==> src/core/circ_consts.svh <==
`ifndef CIRC_CONSTS_SVH
`define CIRC_CONSTS_SVH
`define CTRL_OFFSET      12'h000
`define X_START_OFFSET   12'h004
`define X_END_OFFSET     12'h008
`define Y_START_OFFSET   12'h00C
`define Y_END_OFFSET     12'h010
`define X_SEL_LSB        0
`define Y_SEL_LSB        4
`define X_EN_BIT         15
`define Y_EN_BIT         14
`define SEL_DISABLED     4'hF
`define CTRL_RESET       16'h00FF
`define BOUND_RESET      16'h0000
`define MAX_LEN_BYTES    17'h1_0000
`define RESP_OKAY        2'b00
`define RESP_SLVERR      2'b10
`endif

==> src/core/circ_pkg.sv <==
package circ_pkg;
  typedef logic [15:0] addr_t;
  typedef logic [3:0]  sel_t;
endpackage : circ_pkg

==> src/core/circ_addr.sv <==
// Decided for this implementation: the AXI4-Lite interface to the registers and the register addresses.
`timescale 1ns/1ps
`include "circ_consts.svh"
module circ_addr (
  input  wire logic          aclk,          // Core clock
  input  wire logic          aresetn,       // Synchronous reset, active low
  input  wire logic [11:0]   s_axi_awaddr,  // Write address
  input  wire logic          s_axi_awvalid, // Write address valid
  output logic               s_axi_awready, // Write address ready
  input  wire logic [31:0]   s_axi_wdata,   // Write data
  input  wire logic [3:0]    s_axi_wstrb,   // Byte strobes
  input  wire logic          s_axi_wvalid,  // Write data valid
  output logic               s_axi_wready,  // Write data ready
  output logic [1:0]         s_axi_bresp,   // Write response
  output logic               s_axi_bvalid,  // Write response valid
  input  wire logic          s_axi_bready,  // Write response ready
  input  wire logic [11:0]   s_axi_araddr,  // Read address
  input  wire logic          s_axi_arvalid, // Read address valid
  output logic               s_axi_arready, // Read address ready
  output logic [31:0]        s_axi_rdata,   // Read data
  output logic [1:0]         s_axi_rresp,   // Read response
  output logic               s_axi_rvalid,  // Read response valid
  input  wire logic          s_axi_rready,  // Read response ready
  input  wire logic          xr_valid,      // X read generator update
  input  wire circ_pkg::sel_t xr_ptr,       // X read pointer register number
  input  wire circ_pkg::addr_t xr_base,     // X read pointer value
  input  wire circ_pkg::addr_t xr_step,     // X read step in bytes
  output circ_pkg::addr_t    xr_next,       // X read updated pointer
  input  wire logic          xw_valid,      // X write generator update
  input  wire circ_pkg::sel_t xw_ptr,       // X write pointer register number
  input  wire circ_pkg::addr_t xw_base,     // X write pointer value
  input  wire circ_pkg::addr_t xw_step,     // X write step in bytes
  output circ_pkg::addr_t    xw_next,       // X write updated pointer
  input  wire logic          y_valid,       // Y generator update
  input  wire circ_pkg::sel_t y_ptr,        // Y pointer register number
  input  wire circ_pkg::addr_t y_base,      // Y pointer value
  input  wire circ_pkg::addr_t y_step,      // Y step in bytes
  output circ_pkg::addr_t    y_next,        // Y updated pointer
  output logic               x_active,      // X circular mode on
  output logic               y_active       // Y circular mode on
);
  logic [15:0]     circular_addr_control;
  circ_pkg::addr_t x_buffer_start;
  circ_pkg::addr_t x_buffer_end;
  circ_pkg::addr_t y_buffer_start;
  circ_pkg::addr_t y_buffer_end;
  circ_pkg::sel_t  x_pointer_select;
  circ_pkg::sel_t  y_pointer_select;
  logic            x_circular_enable;
  logic            y_circular_enable;
  logic            aw_held_reg;
  logic            w_held_reg;
  logic [11:0]     aw_addr_reg;
  logic [31:0]     w_data_reg;
  logic [3:0]      w_strb_reg;
  logic            wr_go;
  logic            wr_hit;
  logic            rd_hit;
  logic [31:0]     rd_word;
  logic            xr_on;
  logic            xw_on;
  logic            y_on;
  circ_pkg::addr_t xr_calc;
  circ_pkg::addr_t xw_calc;
  circ_pkg::addr_t y_calc;

  assign x_pointer_select  = circular_addr_control[`X_SEL_LSB +: 4];
  assign y_pointer_select  = circular_addr_control[`Y_SEL_LSB +: 4];
  assign x_circular_enable = circular_addr_control[`X_EN_BIT];
  assign y_circular_enable = circular_addr_control[`Y_EN_BIT];
  // Select 1111 shuts off both X generators at once
  assign x_active = x_circular_enable && (x_pointer_select != `SEL_DISABLED);
  assign y_active = y_circular_enable && (y_pointer_select != `SEL_DISABLED);

  // Only the selected pointer wraps; frame/stack pointer choice is left to software
  assign xr_on = x_active && (xr_ptr == x_pointer_select);
  assign xw_on = x_active && (xw_ptr == x_pointer_select);
  assign y_on  = y_active && (y_ptr == y_pointer_select);

  // Separate bound sets keep the X and Y buffers independent; direction use is software's
  circ_wrap u_xr (
    .word_only(1'b0),
    .active   (xr_on),
    .base     (xr_base),
    .step     (xr_step),
    .start    (x_buffer_start),
    .fin      (x_buffer_end),
    .next     (xr_calc)
  );
  circ_wrap u_xw (
    .word_only(1'b0),
    .active   (xw_on),
    .base     (xw_base),
    .step     (xw_step),
    .start    (x_buffer_start),
    .fin      (x_buffer_end),
    .next     (xw_calc)
  );
  circ_wrap u_y (
    .word_only(1'b1),
    .active   (y_on),
    .base     (y_base),
    .step     (y_step),
    .start    (y_buffer_start),
    .fin      (y_buffer_end),
    .next     (y_calc)
  );

  always_ff @(posedge aclk) begin
    if (!aresetn) begin
      xr_next <= `BOUND_RESET;
      xw_next <= `BOUND_RESET;
      y_next  <= `BOUND_RESET;
    end else begin
      if (xr_valid)
        xr_next <= xr_calc;
      if (xw_valid)
        xw_next <= xw_calc;
      if (y_valid)
        y_next <= y_calc;
    end
  end

  // AXI write: address and data taken in either order, response after both
  assign s_axi_awready = !aw_held_reg && !s_axi_bvalid;
  assign s_axi_wready  = !w_held_reg && !s_axi_bvalid;
  assign wr_go         = aw_held_reg && w_held_reg && !s_axi_bvalid;

  always_ff @(posedge aclk) begin
    if (!aresetn) begin
      aw_held_reg <= 1'b0;
      w_held_reg  <= 1'b0;
      aw_addr_reg <= 12'h000;
      w_data_reg  <= 32'h0000_0000;
      w_strb_reg  <= 4'h0;
      s_axi_bvalid <= 1'b0;
      s_axi_bresp  <= `RESP_OKAY;
    end else begin
      if (s_axi_awvalid && s_axi_awready) begin
        aw_held_reg <= 1'b1;
        aw_addr_reg <= s_axi_awaddr;
      end
      if (s_axi_wvalid && s_axi_wready) begin
        w_held_reg <= 1'b1;
        w_data_reg <= s_axi_wdata;
        w_strb_reg <= s_axi_wstrb;
      end
      if (wr_go) begin
        aw_held_reg  <= 1'b0;
        w_held_reg   <= 1'b0;
        s_axi_bvalid <= 1'b1;
        s_axi_bresp  <= wr_hit ? `RESP_OKAY : `RESP_SLVERR;
      end else if (s_axi_bvalid && s_axi_bready) begin
        s_axi_bvalid <= 1'b0;
      end
    end
  end

  always_comb begin
    case (aw_addr_reg)
      `CTRL_OFFSET, `X_START_OFFSET, `X_END_OFFSET,
      `Y_START_OFFSET, `Y_END_OFFSET: wr_hit = 1'b1;
      default:                        wr_hit = 1'b0;
    endcase
  end

  // 16-bit registers; only the two low byte lanes matter
  function automatic logic [15:0] merge(input logic [15:0] old, input logic [31:0] d,
                                        input logic [3:0] s);
    merge = {s[1] ? d[15:8] : old[15:8], s[0] ? d[7:0] : old[7:0]};
  endfunction : merge

  always_ff @(posedge aclk) begin
    if (!aresetn) begin
      circular_addr_control <= `CTRL_RESET;
      x_buffer_start <= `BOUND_RESET;
      x_buffer_end   <= `BOUND_RESET;
      y_buffer_start <= `BOUND_RESET;
      y_buffer_end   <= `BOUND_RESET;
    end else if (wr_go) begin
      case (aw_addr_reg)
        `CTRL_OFFSET:    circular_addr_control <=
                           merge(circular_addr_control, w_data_reg, w_strb_reg);
        `X_START_OFFSET: x_buffer_start <= merge(x_buffer_start, w_data_reg, w_strb_reg);
        `X_END_OFFSET:   x_buffer_end   <= merge(x_buffer_end, w_data_reg, w_strb_reg);
        `Y_START_OFFSET: y_buffer_start <= merge(y_buffer_start, w_data_reg, w_strb_reg);
        `Y_END_OFFSET:   y_buffer_end   <= merge(y_buffer_end, w_data_reg, w_strb_reg);
        default: ;
      endcase
    end
  end

  // AXI read: one outstanding, data registered
  assign s_axi_arready = !s_axi_rvalid;

  always_comb begin
    rd_hit  = 1'b1;
    rd_word = 32'h0000_0000;
    case (s_axi_araddr)
      `CTRL_OFFSET:    rd_word = {16'h0000, circular_addr_control};
      `X_START_OFFSET: rd_word = {16'h0000, x_buffer_start};
      `X_END_OFFSET:   rd_word = {16'h0000, x_buffer_end};
      `Y_START_OFFSET: rd_word = {16'h0000, y_buffer_start};
      `Y_END_OFFSET:   rd_word = {16'h0000, y_buffer_end};
      default:         rd_hit  = 1'b0;
    endcase
  end

  always_ff @(posedge aclk) begin
    if (!aresetn) begin
      s_axi_rvalid <= 1'b0;
      s_axi_rdata  <= 32'h0000_0000;
      s_axi_rresp  <= `RESP_OKAY;
    end else if (s_axi_arvalid && s_axi_arready) begin
      s_axi_rvalid <= 1'b1;
      s_axi_rdata  <= rd_word;
      s_axi_rresp  <= rd_hit ? `RESP_OKAY : `RESP_SLVERR;
    end else if (s_axi_rvalid && s_axi_rready) begin
      s_axi_rvalid <= 1'b0;
    end
  end

  // Space enables and pointer selection
  a_x_disable: assert property (@(posedge aclk) disable iff (!aresetn)
    (x_pointer_select == `SEL_DISABLED) |-> !x_active)
    else $error("X active with select 1111");

  a_y_disable: assert property (@(posedge aclk) disable iff (!aresetn)
    (y_pointer_select == `SEL_DISABLED) |-> !y_active)
    else $error("Y active with select 1111");

  a_x_off_both: assert property (@(posedge aclk) disable iff (!aresetn)
    (x_pointer_select == `SEL_DISABLED) |-> !xr_on && !xw_on)
    else $error("X generator on with select 1111");

  a_x_enable_bit: assert property (@(posedge aclk) disable iff (!aresetn)
    x_active == (circular_addr_control[15] && circular_addr_control[3:0] != 4'hF))
    else $error("X active mismatch");

  a_y_enable_bit: assert property (@(posedge aclk) disable iff (!aresetn)
    y_active == (circular_addr_control[14] && circular_addr_control[7:4] != 4'hF))
    else $error("Y active mismatch");

  a_reset_state: assert property (@(posedge aclk)
    $rose(aresetn) |-> circular_addr_control == `CTRL_RESET && !x_active && !y_active)
    else $error("Control not at reset value");

  // Pointer updates
  a_y_word_align: assert property (@(posedge aclk) disable iff (!aresetn)
    y_valid |=> !y_next[0])
    else $error("Y pointer odd");

  a_xr_bypass: assert property (@(posedge aclk) disable iff (!aresetn)
    (xr_valid && !xr_on) |=> xr_next == $past(xr_base + xr_step))
    else $error("X read changed while off");

  a_xw_bypass: assert property (@(posedge aclk) disable iff (!aresetn)
    (xw_valid && !xw_on) |=> xw_next == $past(xw_base + xw_step))
    else $error("X write changed while off");

  a_y_bypass: assert property (@(posedge aclk) disable iff (!aresetn)
    (y_valid && !y_on) |=> y_next == $past((y_base + y_step) & 16'hFFFE))
    else $error("Y changed while off");

  a_xr_in_range: assert property (@(posedge aclk) disable iff (!aresetn)
    (xr_valid && xr_on && xr_base >= x_buffer_start && xr_base <= x_buffer_end
     && x_buffer_start <= x_buffer_end) ##1 $stable(x_buffer_start) && $stable(x_buffer_end)
    |-> xr_next >= x_buffer_start && xr_next <= x_buffer_end)
    else $error("X read left buffer");

  a_xw_in_range: assert property (@(posedge aclk) disable iff (!aresetn)
    (xw_valid && xw_on && xw_base >= x_buffer_start && xw_base <= x_buffer_end
     && x_buffer_start <= x_buffer_end) ##1 $stable(x_buffer_start) && $stable(x_buffer_end)
    |-> xw_next >= x_buffer_start && xw_next <= x_buffer_end)
    else $error("X write left buffer");

  a_y_in_range: assert property (@(posedge aclk) disable iff (!aresetn)
    (y_valid && y_on && y_base >= y_buffer_start && y_base <= y_buffer_end
     && y_buffer_start < y_buffer_end)
    ##1 $stable(y_buffer_start) && $stable(y_buffer_end)
    |-> y_next[15:1] >= y_buffer_start[15:1] && y_next <= y_buffer_end)
    else $error("Y left buffer");

  a_xr_hold: assert property (@(posedge aclk) disable iff (!aresetn)
    !xr_valid |=> $stable(xr_next))
    else $error("X read pointer moved without request");

  a_xw_hold: assert property (@(posedge aclk) disable iff (!aresetn)
    !xw_valid |=> $stable(xw_next))
    else $error("X write pointer moved without request");

  a_y_hold: assert property (@(posedge aclk) disable iff (!aresetn)
    !y_valid |=> $stable(y_next))
    else $error("Y pointer moved without request");

  // Register writes
  a_bound_write: assert property (@(posedge aclk) disable iff (!aresetn)
    (wr_go && aw_addr_reg == `X_START_OFFSET && w_strb_reg[1:0] == 2'b11)
    |=> x_buffer_start == $past(w_data_reg[15:0]))
    else $error("Start not written");

  a_y_end_write: assert property (@(posedge aclk) disable iff (!aresetn)
    (wr_go && aw_addr_reg == `Y_END_OFFSET && w_strb_reg[1:0] == 2'b11)
    |=> y_buffer_end == $past(w_data_reg[15:0]))
    else $error("Y end not written");

  a_ctrl_write: assert property (@(posedge aclk) disable iff (!aresetn)
    (wr_go && aw_addr_reg == `CTRL_OFFSET && w_strb_reg[1:0] == 2'b11)
    |=> circular_addr_control == $past(w_data_reg[15:0]))
    else $error("Control not written");

  a_bad_write: assert property (@(posedge aclk) disable iff (!aresetn)
    (wr_go && !wr_hit) |=> s_axi_bresp == `RESP_SLVERR && $stable(circular_addr_control)
     && $stable(x_buffer_start) && $stable(x_buffer_end) && $stable(y_buffer_start)
     && $stable(y_buffer_end))
    else $error("Unmapped write not refused");

  // Register bus handshakes
  a_b_answer: assert property (@(posedge aclk) disable iff (!aresetn)
    wr_go |=> s_axi_bvalid)
    else $error("Write response missing");

  a_b_stands: assert property (@(posedge aclk) disable iff (!aresetn)
    (s_axi_bvalid && !s_axi_bready) |=> s_axi_bvalid && $stable(s_axi_bresp))
    else $error("Write response dropped");

  a_aw_refused: assert property (@(posedge aclk) disable iff (!aresetn)
    (aw_held_reg || s_axi_bvalid) |-> !s_axi_awready)
    else $error("Write address taken while busy");

  a_w_refused: assert property (@(posedge aclk) disable iff (!aresetn)
    (w_held_reg || s_axi_bvalid) |-> !s_axi_wready)
    else $error("Write data taken while busy");

  a_r_answer: assert property (@(posedge aclk) disable iff (!aresetn)
    (s_axi_arvalid && s_axi_arready) |=> s_axi_rvalid)
    else $error("Read response missing");

  a_r_stands: assert property (@(posedge aclk) disable iff (!aresetn)
    (s_axi_rvalid && !s_axi_rready)
    |=> s_axi_rvalid && $stable(s_axi_rdata) && $stable(s_axi_rresp))
    else $error("Read response dropped");

  a_ar_refused: assert property (@(posedge aclk) disable iff (!aresetn)
    s_axi_rvalid |-> !s_axi_arready)
    else $error("Read address taken while busy");

  a_bad_read: assert property (@(posedge aclk) disable iff (!aresetn)
    (s_axi_arvalid && s_axi_arready && !rd_hit)
    |=> s_axi_rresp == `RESP_SLVERR && s_axi_rdata == 32'h0000_0000)
    else $error("Unmapped read not refused");

  a_upper_zero: assert property (@(posedge aclk) disable iff (!aresetn)
    s_axi_rvalid |-> s_axi_rdata[31:16] == 16'h0000)
    else $error("Upper read half not zero");
endmodule : circ_addr

==> src/core/circ_wrap.sv <==
`timescale 1ns/1ps
`include "circ_consts.svh"
module circ_wrap (
  input  wire logic          word_only,  // Force low address bit clear
  input  wire logic          active,     // Circular mode on for this pointer
  input  wire circ_pkg::addr_t base,     // Pointer before update
  input  wire circ_pkg::addr_t step,     // Signed step in bytes
  input  wire circ_pkg::addr_t start,    // Buffer start
  input  wire circ_pkg::addr_t fin,      // Buffer end
  output circ_pkg::addr_t      next      // Pointer after update
);
  logic [16:0] sum;
  logic        down;
  circ_pkg::addr_t raw;
  circ_pkg::addr_t s_e;
  circ_pkg::addr_t e_e;
  always_comb begin
    sum  = {1'b0, base} + {1'b0, step};
    down = step[15];
    raw  = sum[15:0];
    s_e  = start;
    e_e  = fin;
    if (word_only) begin
      raw[0] = 1'b0;
      s_e[0] = 1'b0;
      // The last word owns both its bytes, so every wrap lands on an even address
      e_e[0] = 1'b1;
    end
    next = raw;
    // Upward steps check only the end bound, downward steps only the start; full 16-bit span covers 64 Kbytes
    if (active) begin
      if (!down && (raw > e_e || (sum[16] && base <= e_e)))
        next = s_e + (raw - e_e) - 16'h0001;
      else if (down && (raw < s_e || (!sum[16] && base >= s_e)))
        next = e_e - (s_e - raw) + 16'h0001;
    end
  end
endmodule : circ_wrap

==> config.mk <==
export PLATFORM = sky130hd
export DESIGN_NAME = circ_addr
export DESIGN_NICKNAME = d
export VERILOG_FILES = /design/src/core/circ_pkg.sv /design/src/core/circ_addr.sv /design/src/core/circ_wrap.sv
export VERILOG_INCLUDE_DIRS = /design/src /design/src/core
export SDC_FILE = /design/constraint.sdc
export NUM_CORES = 1
export LEC_CHECK = 0
export BUFFER_PORTS_ARGS = -buffer_cell sky130_fd_sc_hd__buf_2
export CAP_MARGIN = 20
export CORE_MARGIN = 2
export CORE_UTILIZATION = 60
export CTS_BUF_LIST = sky130_fd_sc_hd__clkbuf_4
export CTS_CLUSTER_DIAMETER = 50
export DETAILED_ROUTE_END_ITERATION = 8
export MAX_ROUTING_LAYER = met4
export PLACE_DENSITY = 0.83
export SLEW_MARGIN = 5
export SYNTH_ARGS = -nofsm -noshare
export SYNTH_HDL_FRONTEND = slang
export SYNTH_SLANG_ARGS = --single-unit
==> constraint.sdc <==
create_clock -name aclk -period 10.1 [get_ports aclk]
set_input_delay 1.01 -clock aclk [delete_from_list [all_inputs] [get_ports aclk]]
set_output_delay 1.01 -clock aclk [all_outputs]
set_load 0.01 [all_outputs]
==> results by group <==
Run status
  • Status: completed

Placed design
  • Buffers on Ports: 231
  • GPL Wtd Cong: 0.995
  • Post-Place Worst Slack: 3.54 ns
  • Final HPWL DP: 52.4 mm

Setup path
  • Critical path endpoint category: flop
  • Critical Path RT: 10.66 ns
  • CP startpoint kind: primary input
  • CP Cell Sequence: buf_2 -> ha_1 -> fa_1 -> a211oi_1 -> o21bai_1 -> o21ai_2 -> a31oi_1 -> a21oi_1 -> o21ai_0 -> xor2_1 -> ha_1 -> o21ai_0 -> a21oi_1 -> o21ai_0 -> a21oi_1 -> o21a_1 -> o21ai_1 -> mux2i_1 -> a211oi_1
  • Slowest Stage Delay on Critical Path: 0.93 ns
  • CP Max Fanout: 15
  • Crit path kind: in -> reg
  • RR Endpoint: xr_next[15]$_SDFFE_PN0P_
  • Worst r2r src: x_buffer_start[0]$_SDFFE_PN0P_
  • Critical Path AT: 6.59 ns
  • CP max stage cell: o21ai_1
  • Worst Reg-to-Reg Cells: 14
  • Internal reg-to-reg setup slack: 5.60 ns

CTS
  • Clock Sinks: 179
  • Setup Buffers After CTS: 0
  • CTS Buf Count: 17
  • CTS tree: yes
  • CTS root buf: clkbuf_4
  • Clock tree buffer depth: 2
  • H-tree Lvls: 4
  • Post_cts resized: 0
  • Clk_lat worst skew: 0.64 ns
  • Clock transition at the registers of the reported paths: 0.18 ns
  • CTS Hold Buffers Added: 0

Layout
  • Commonest non-fill, non-tap cell in the layout: ha_1
  • # nets final: 3,210
  • Fillers: 2,875
  • Syn-to-layout area delta: 8.85%
  • Multi-input gate area: 0.0157 sq mm
  • Layout cells sized above 1: 0.124
  • Most frequent cells in the layout: 330 x ha_1, 231 x buf_2, 215 x nand2_1, 212 x a21oi_1, 199 x nor2_1
  • Sequential cell area: 0.00358 sq mm

Worst hold path
  • Hold Crit Start: aw_addr_reg[7]$_SDFFE_PN0P_
  • Hold depth: 2
  • Hold EP: aw_addr_reg[7]$_SDFFE_PN0P_
  • Worst Hold Class: reg -> reg

STA
  • Slew Viols, Final: 0
  • Hold Slack: 0.471 ns
  • Max Clk Rate: 166 MHz
  • Setup TNS: 0 ns
  • Period utilization: 0.597
  • Min Tclk post-route: 6.03 ns
  • Worst-Margin Slew: 1.09 ns
  • Final worst slack: 4.07 ns
  • RSZ-0062 raised after global routing: false
  • Final setup vio count: 0
  • Slew Limit Headroom: 0.270
  • Final hold violations: 0
  • Clock Skews: 0.0280 ns

Die
  • Ports: 269
  • Die area: 0.0351 sq mm
  • Core Rows: 67
  • Die Wd: 187 um
  • Initial Util: 0.606
  • Core area: 0.0333 sq mm
  • Die Y: 187 um

Routing
  • Iter 0 DRT Violations: 1,660
  • DR WL/cell: 20.9 um
  • Via count of the routed design: 19,400
  • DRC errors left: 0
  • DR pass1 iterations: 5
  • Post-detailed-route count of antenna-violating nets: 0
  • Final wirelength: 64.5 mm
  • DR vias/cell: 6.29

Synthesis
  • Synthesized flop and latch total: 179
  • FFs w/ async S/R, synth: 0
  • Syn Area/Cell: 8.31 sq um
  • Unique masters post-synth: 105
  • Post-synth EDFFs: 0
  • Syn. warnings: 0
  • Post-Synthesis Cell Area: 0.0202 sq mm
  • Predominant post-synthesis flop cell: dfxtp_1
  • Mapped Cells: 2,428
  • Sequential fraction of the synthesis area: 0.178

Power
  • Pwr/cell area: 140 mW/mm^2
  • Clock Power Share: 0.149
  • Sw frac: 0.455
  • Comb pwr share: 0.601
  • Sequential power share: 0.250
  • Internal: 1.68 mW
  • Leakage: 9.65 nW
  • Sw Pwr: 1.40 mW
  • Peak VDD IR: 108 uV

Global routing
  • First-pass GRT wire length: 99.9 mm
  • Number of antenna violations at the first check in global routing: 2
  • Met1 usage: 0.516
  • Total gr overflow: 0
  • Met2 usage: 0.541
  • Vias in the first global route: 18,300
  • GR peak layer: met2
  • Met3 GRT Util: 0.0523
  • Pin count of the biggest net entering global routing: 74
  • Total GRT Usage: 0.372

Flow run
  • Max_cap viols: 0
-- power by group through the flow --
stage                     Sequential, mW  Combinational [mW]  Clock (mW)
after floorplan                    0.788                1.37           0
after global placement             0.784                1.74           0
after CTS                          0.771                1.81       0.463
final                              0.772                1.86       0.458
after detailed placement           0.786                1.80           0
after global routing               0.776                2.04       0.490
-- cell usage after synthesis, types with 7 or more instances --
library cell | number | area (sq um)
o21bai_1 | 13 | 97.6
inv_1 | 139 | 522
o211ai_1 | 16 | 120
fa_1 | 77 | 1540
nand4_1 | 34 | 213
a211oi_1 | 25 | 188
nand2b_1 | 44 | 275
o31ai_1 | 11 | 82.6
buf_2 | 7 | 35.0
clkbuf_1 | 51 | 191
and3_1 | 13 | 81.3
dfxtp_1 | 179 | 3580
a21o_1 | 73 | 548
nor2_1 | 199 | 747
mux2i_1 | 89 | 891
xor2_1 | 56 | 490
nand2_1 | 215 | 807
a31o_2 | 7 | 61.3
ha_1 | 330 | 4130
a211o_1 | 8 | 70.1
a31oi_1 | 13 | 81.3
a21oi_1 | 212 | 1060
a221oi_1 | 13 | 114
o21ai_0 | 121 | 606
nor2b_1 | 29 | 181
nor4_1 | 13 | 81.3
nand3_1 | 60 | 300
nor3_1 | 59 | 295
or3_1 | 21 | 131
a22o_1 | 9 | 78.8
buf_4 | 19 | 143
o21a_1 | 29 | 218
a22oi_1 | 9 | 67.6
o22ai_1 | 16 | 100
xnor2_1 | 75 | 657
and2_1 | 11 | 68.8
-- how the worst max path moves through the flow --
| stage | endpoint | slack [ns] | cells after the start | start |
|---|---|---|---|---|
| final | xw_next[0]$_SDFFE_PN0P_ | 4.07 | 19 | xw_base[0] |
| after global routing | xw_next[14]$_SDFFE_PN0P_ | 3.64 | 19 | xw_base[0] |
| after CTS | xw_next[0]$_SDFFE_PN0P_ | 4.24 | 19 | xw_base[0] |
| after detailed placement | xw_next[0]$_SDFFE_PN0P_ | 3.54 | 19 | xw_base[0] |
| after global placement | xw_next[0]$_SDFFE_PN0P_ | 3.64 | 19 | xw_base[0] |
| after floorplan | y_next[15]$_SDFFE_PN0P_ | 4.72 | 20 | y_base[4] |
-- per-layer routing --
layer	vias to the layer above	routed length [um]
li1	9102	-
met1	9140	28400
met2	1011	26800
met3	154	6280
met4	0	2980
met5	-	0
-- critical path: cells and delay by family --
kind | cells | cell delay (ns)
AO/OA/AOI/OAI | 13 | 3.48
adder cells (fa/ha/maj) | 3 | 1.03
XOR/XNOR | 1 | 0.71
multiplexers | 1 | 0.23
buffers and inverters | 1 | 0.11
-- area by class of cell --
cell class	count	share of cell area
flip-flops and latches	179	0.163
inverters	143	0.0247
clock inverters	14	0.00855
well taps	448	0.0255
multi-input cells	2043	0.716
clock buffers	17	0.00581
diodes	2	0.000228
repair buffers	241	0.0561
-- metrics by stage --
| step | instances | instance area, sq um | util | power (mW) |
|---|---|---|---|---|
| global route | 3087 | 22000 | 0.660 | 3.30 |
| global placement | 3054 | 21600 | 0.650 | 2.53 |
| floorplan | 2446 | 20200 | - | 2.16 |
| finish | 3087 | 22000 | 0.660 | 3.09 |
| detailed placement | 3054 | 21600 | 0.650 | 2.58 |
| CTS | 3085 | 22000 | 0.660 | 3.05 |
-- logic make-up (layout without fill, tap and decap cells) --
| logic type | count (synthesis) | after routing | synth area share |
|---|---|---|---|
| adder cells (fa/ha/maj) | 408 | 408 | 0.282 |
| other | 1 | 21 | 0.000186 |
| multiplexers | 96 | 96 | 0.0514 |
| XOR/XNOR | 135 | 135 | 0.0608 |
| AO/OA/AOI/OAI | 650 | 650 | 0.209 |
| flip-flops | 179 | 179 | 0.178 |
| buffers and inverters | 224 | 415 | 0.0466 |
| AND/OR/NAND/NOR | 735 | 735 | 0.173 |
No activity file was read; power rests on OpenSTA's default activity.
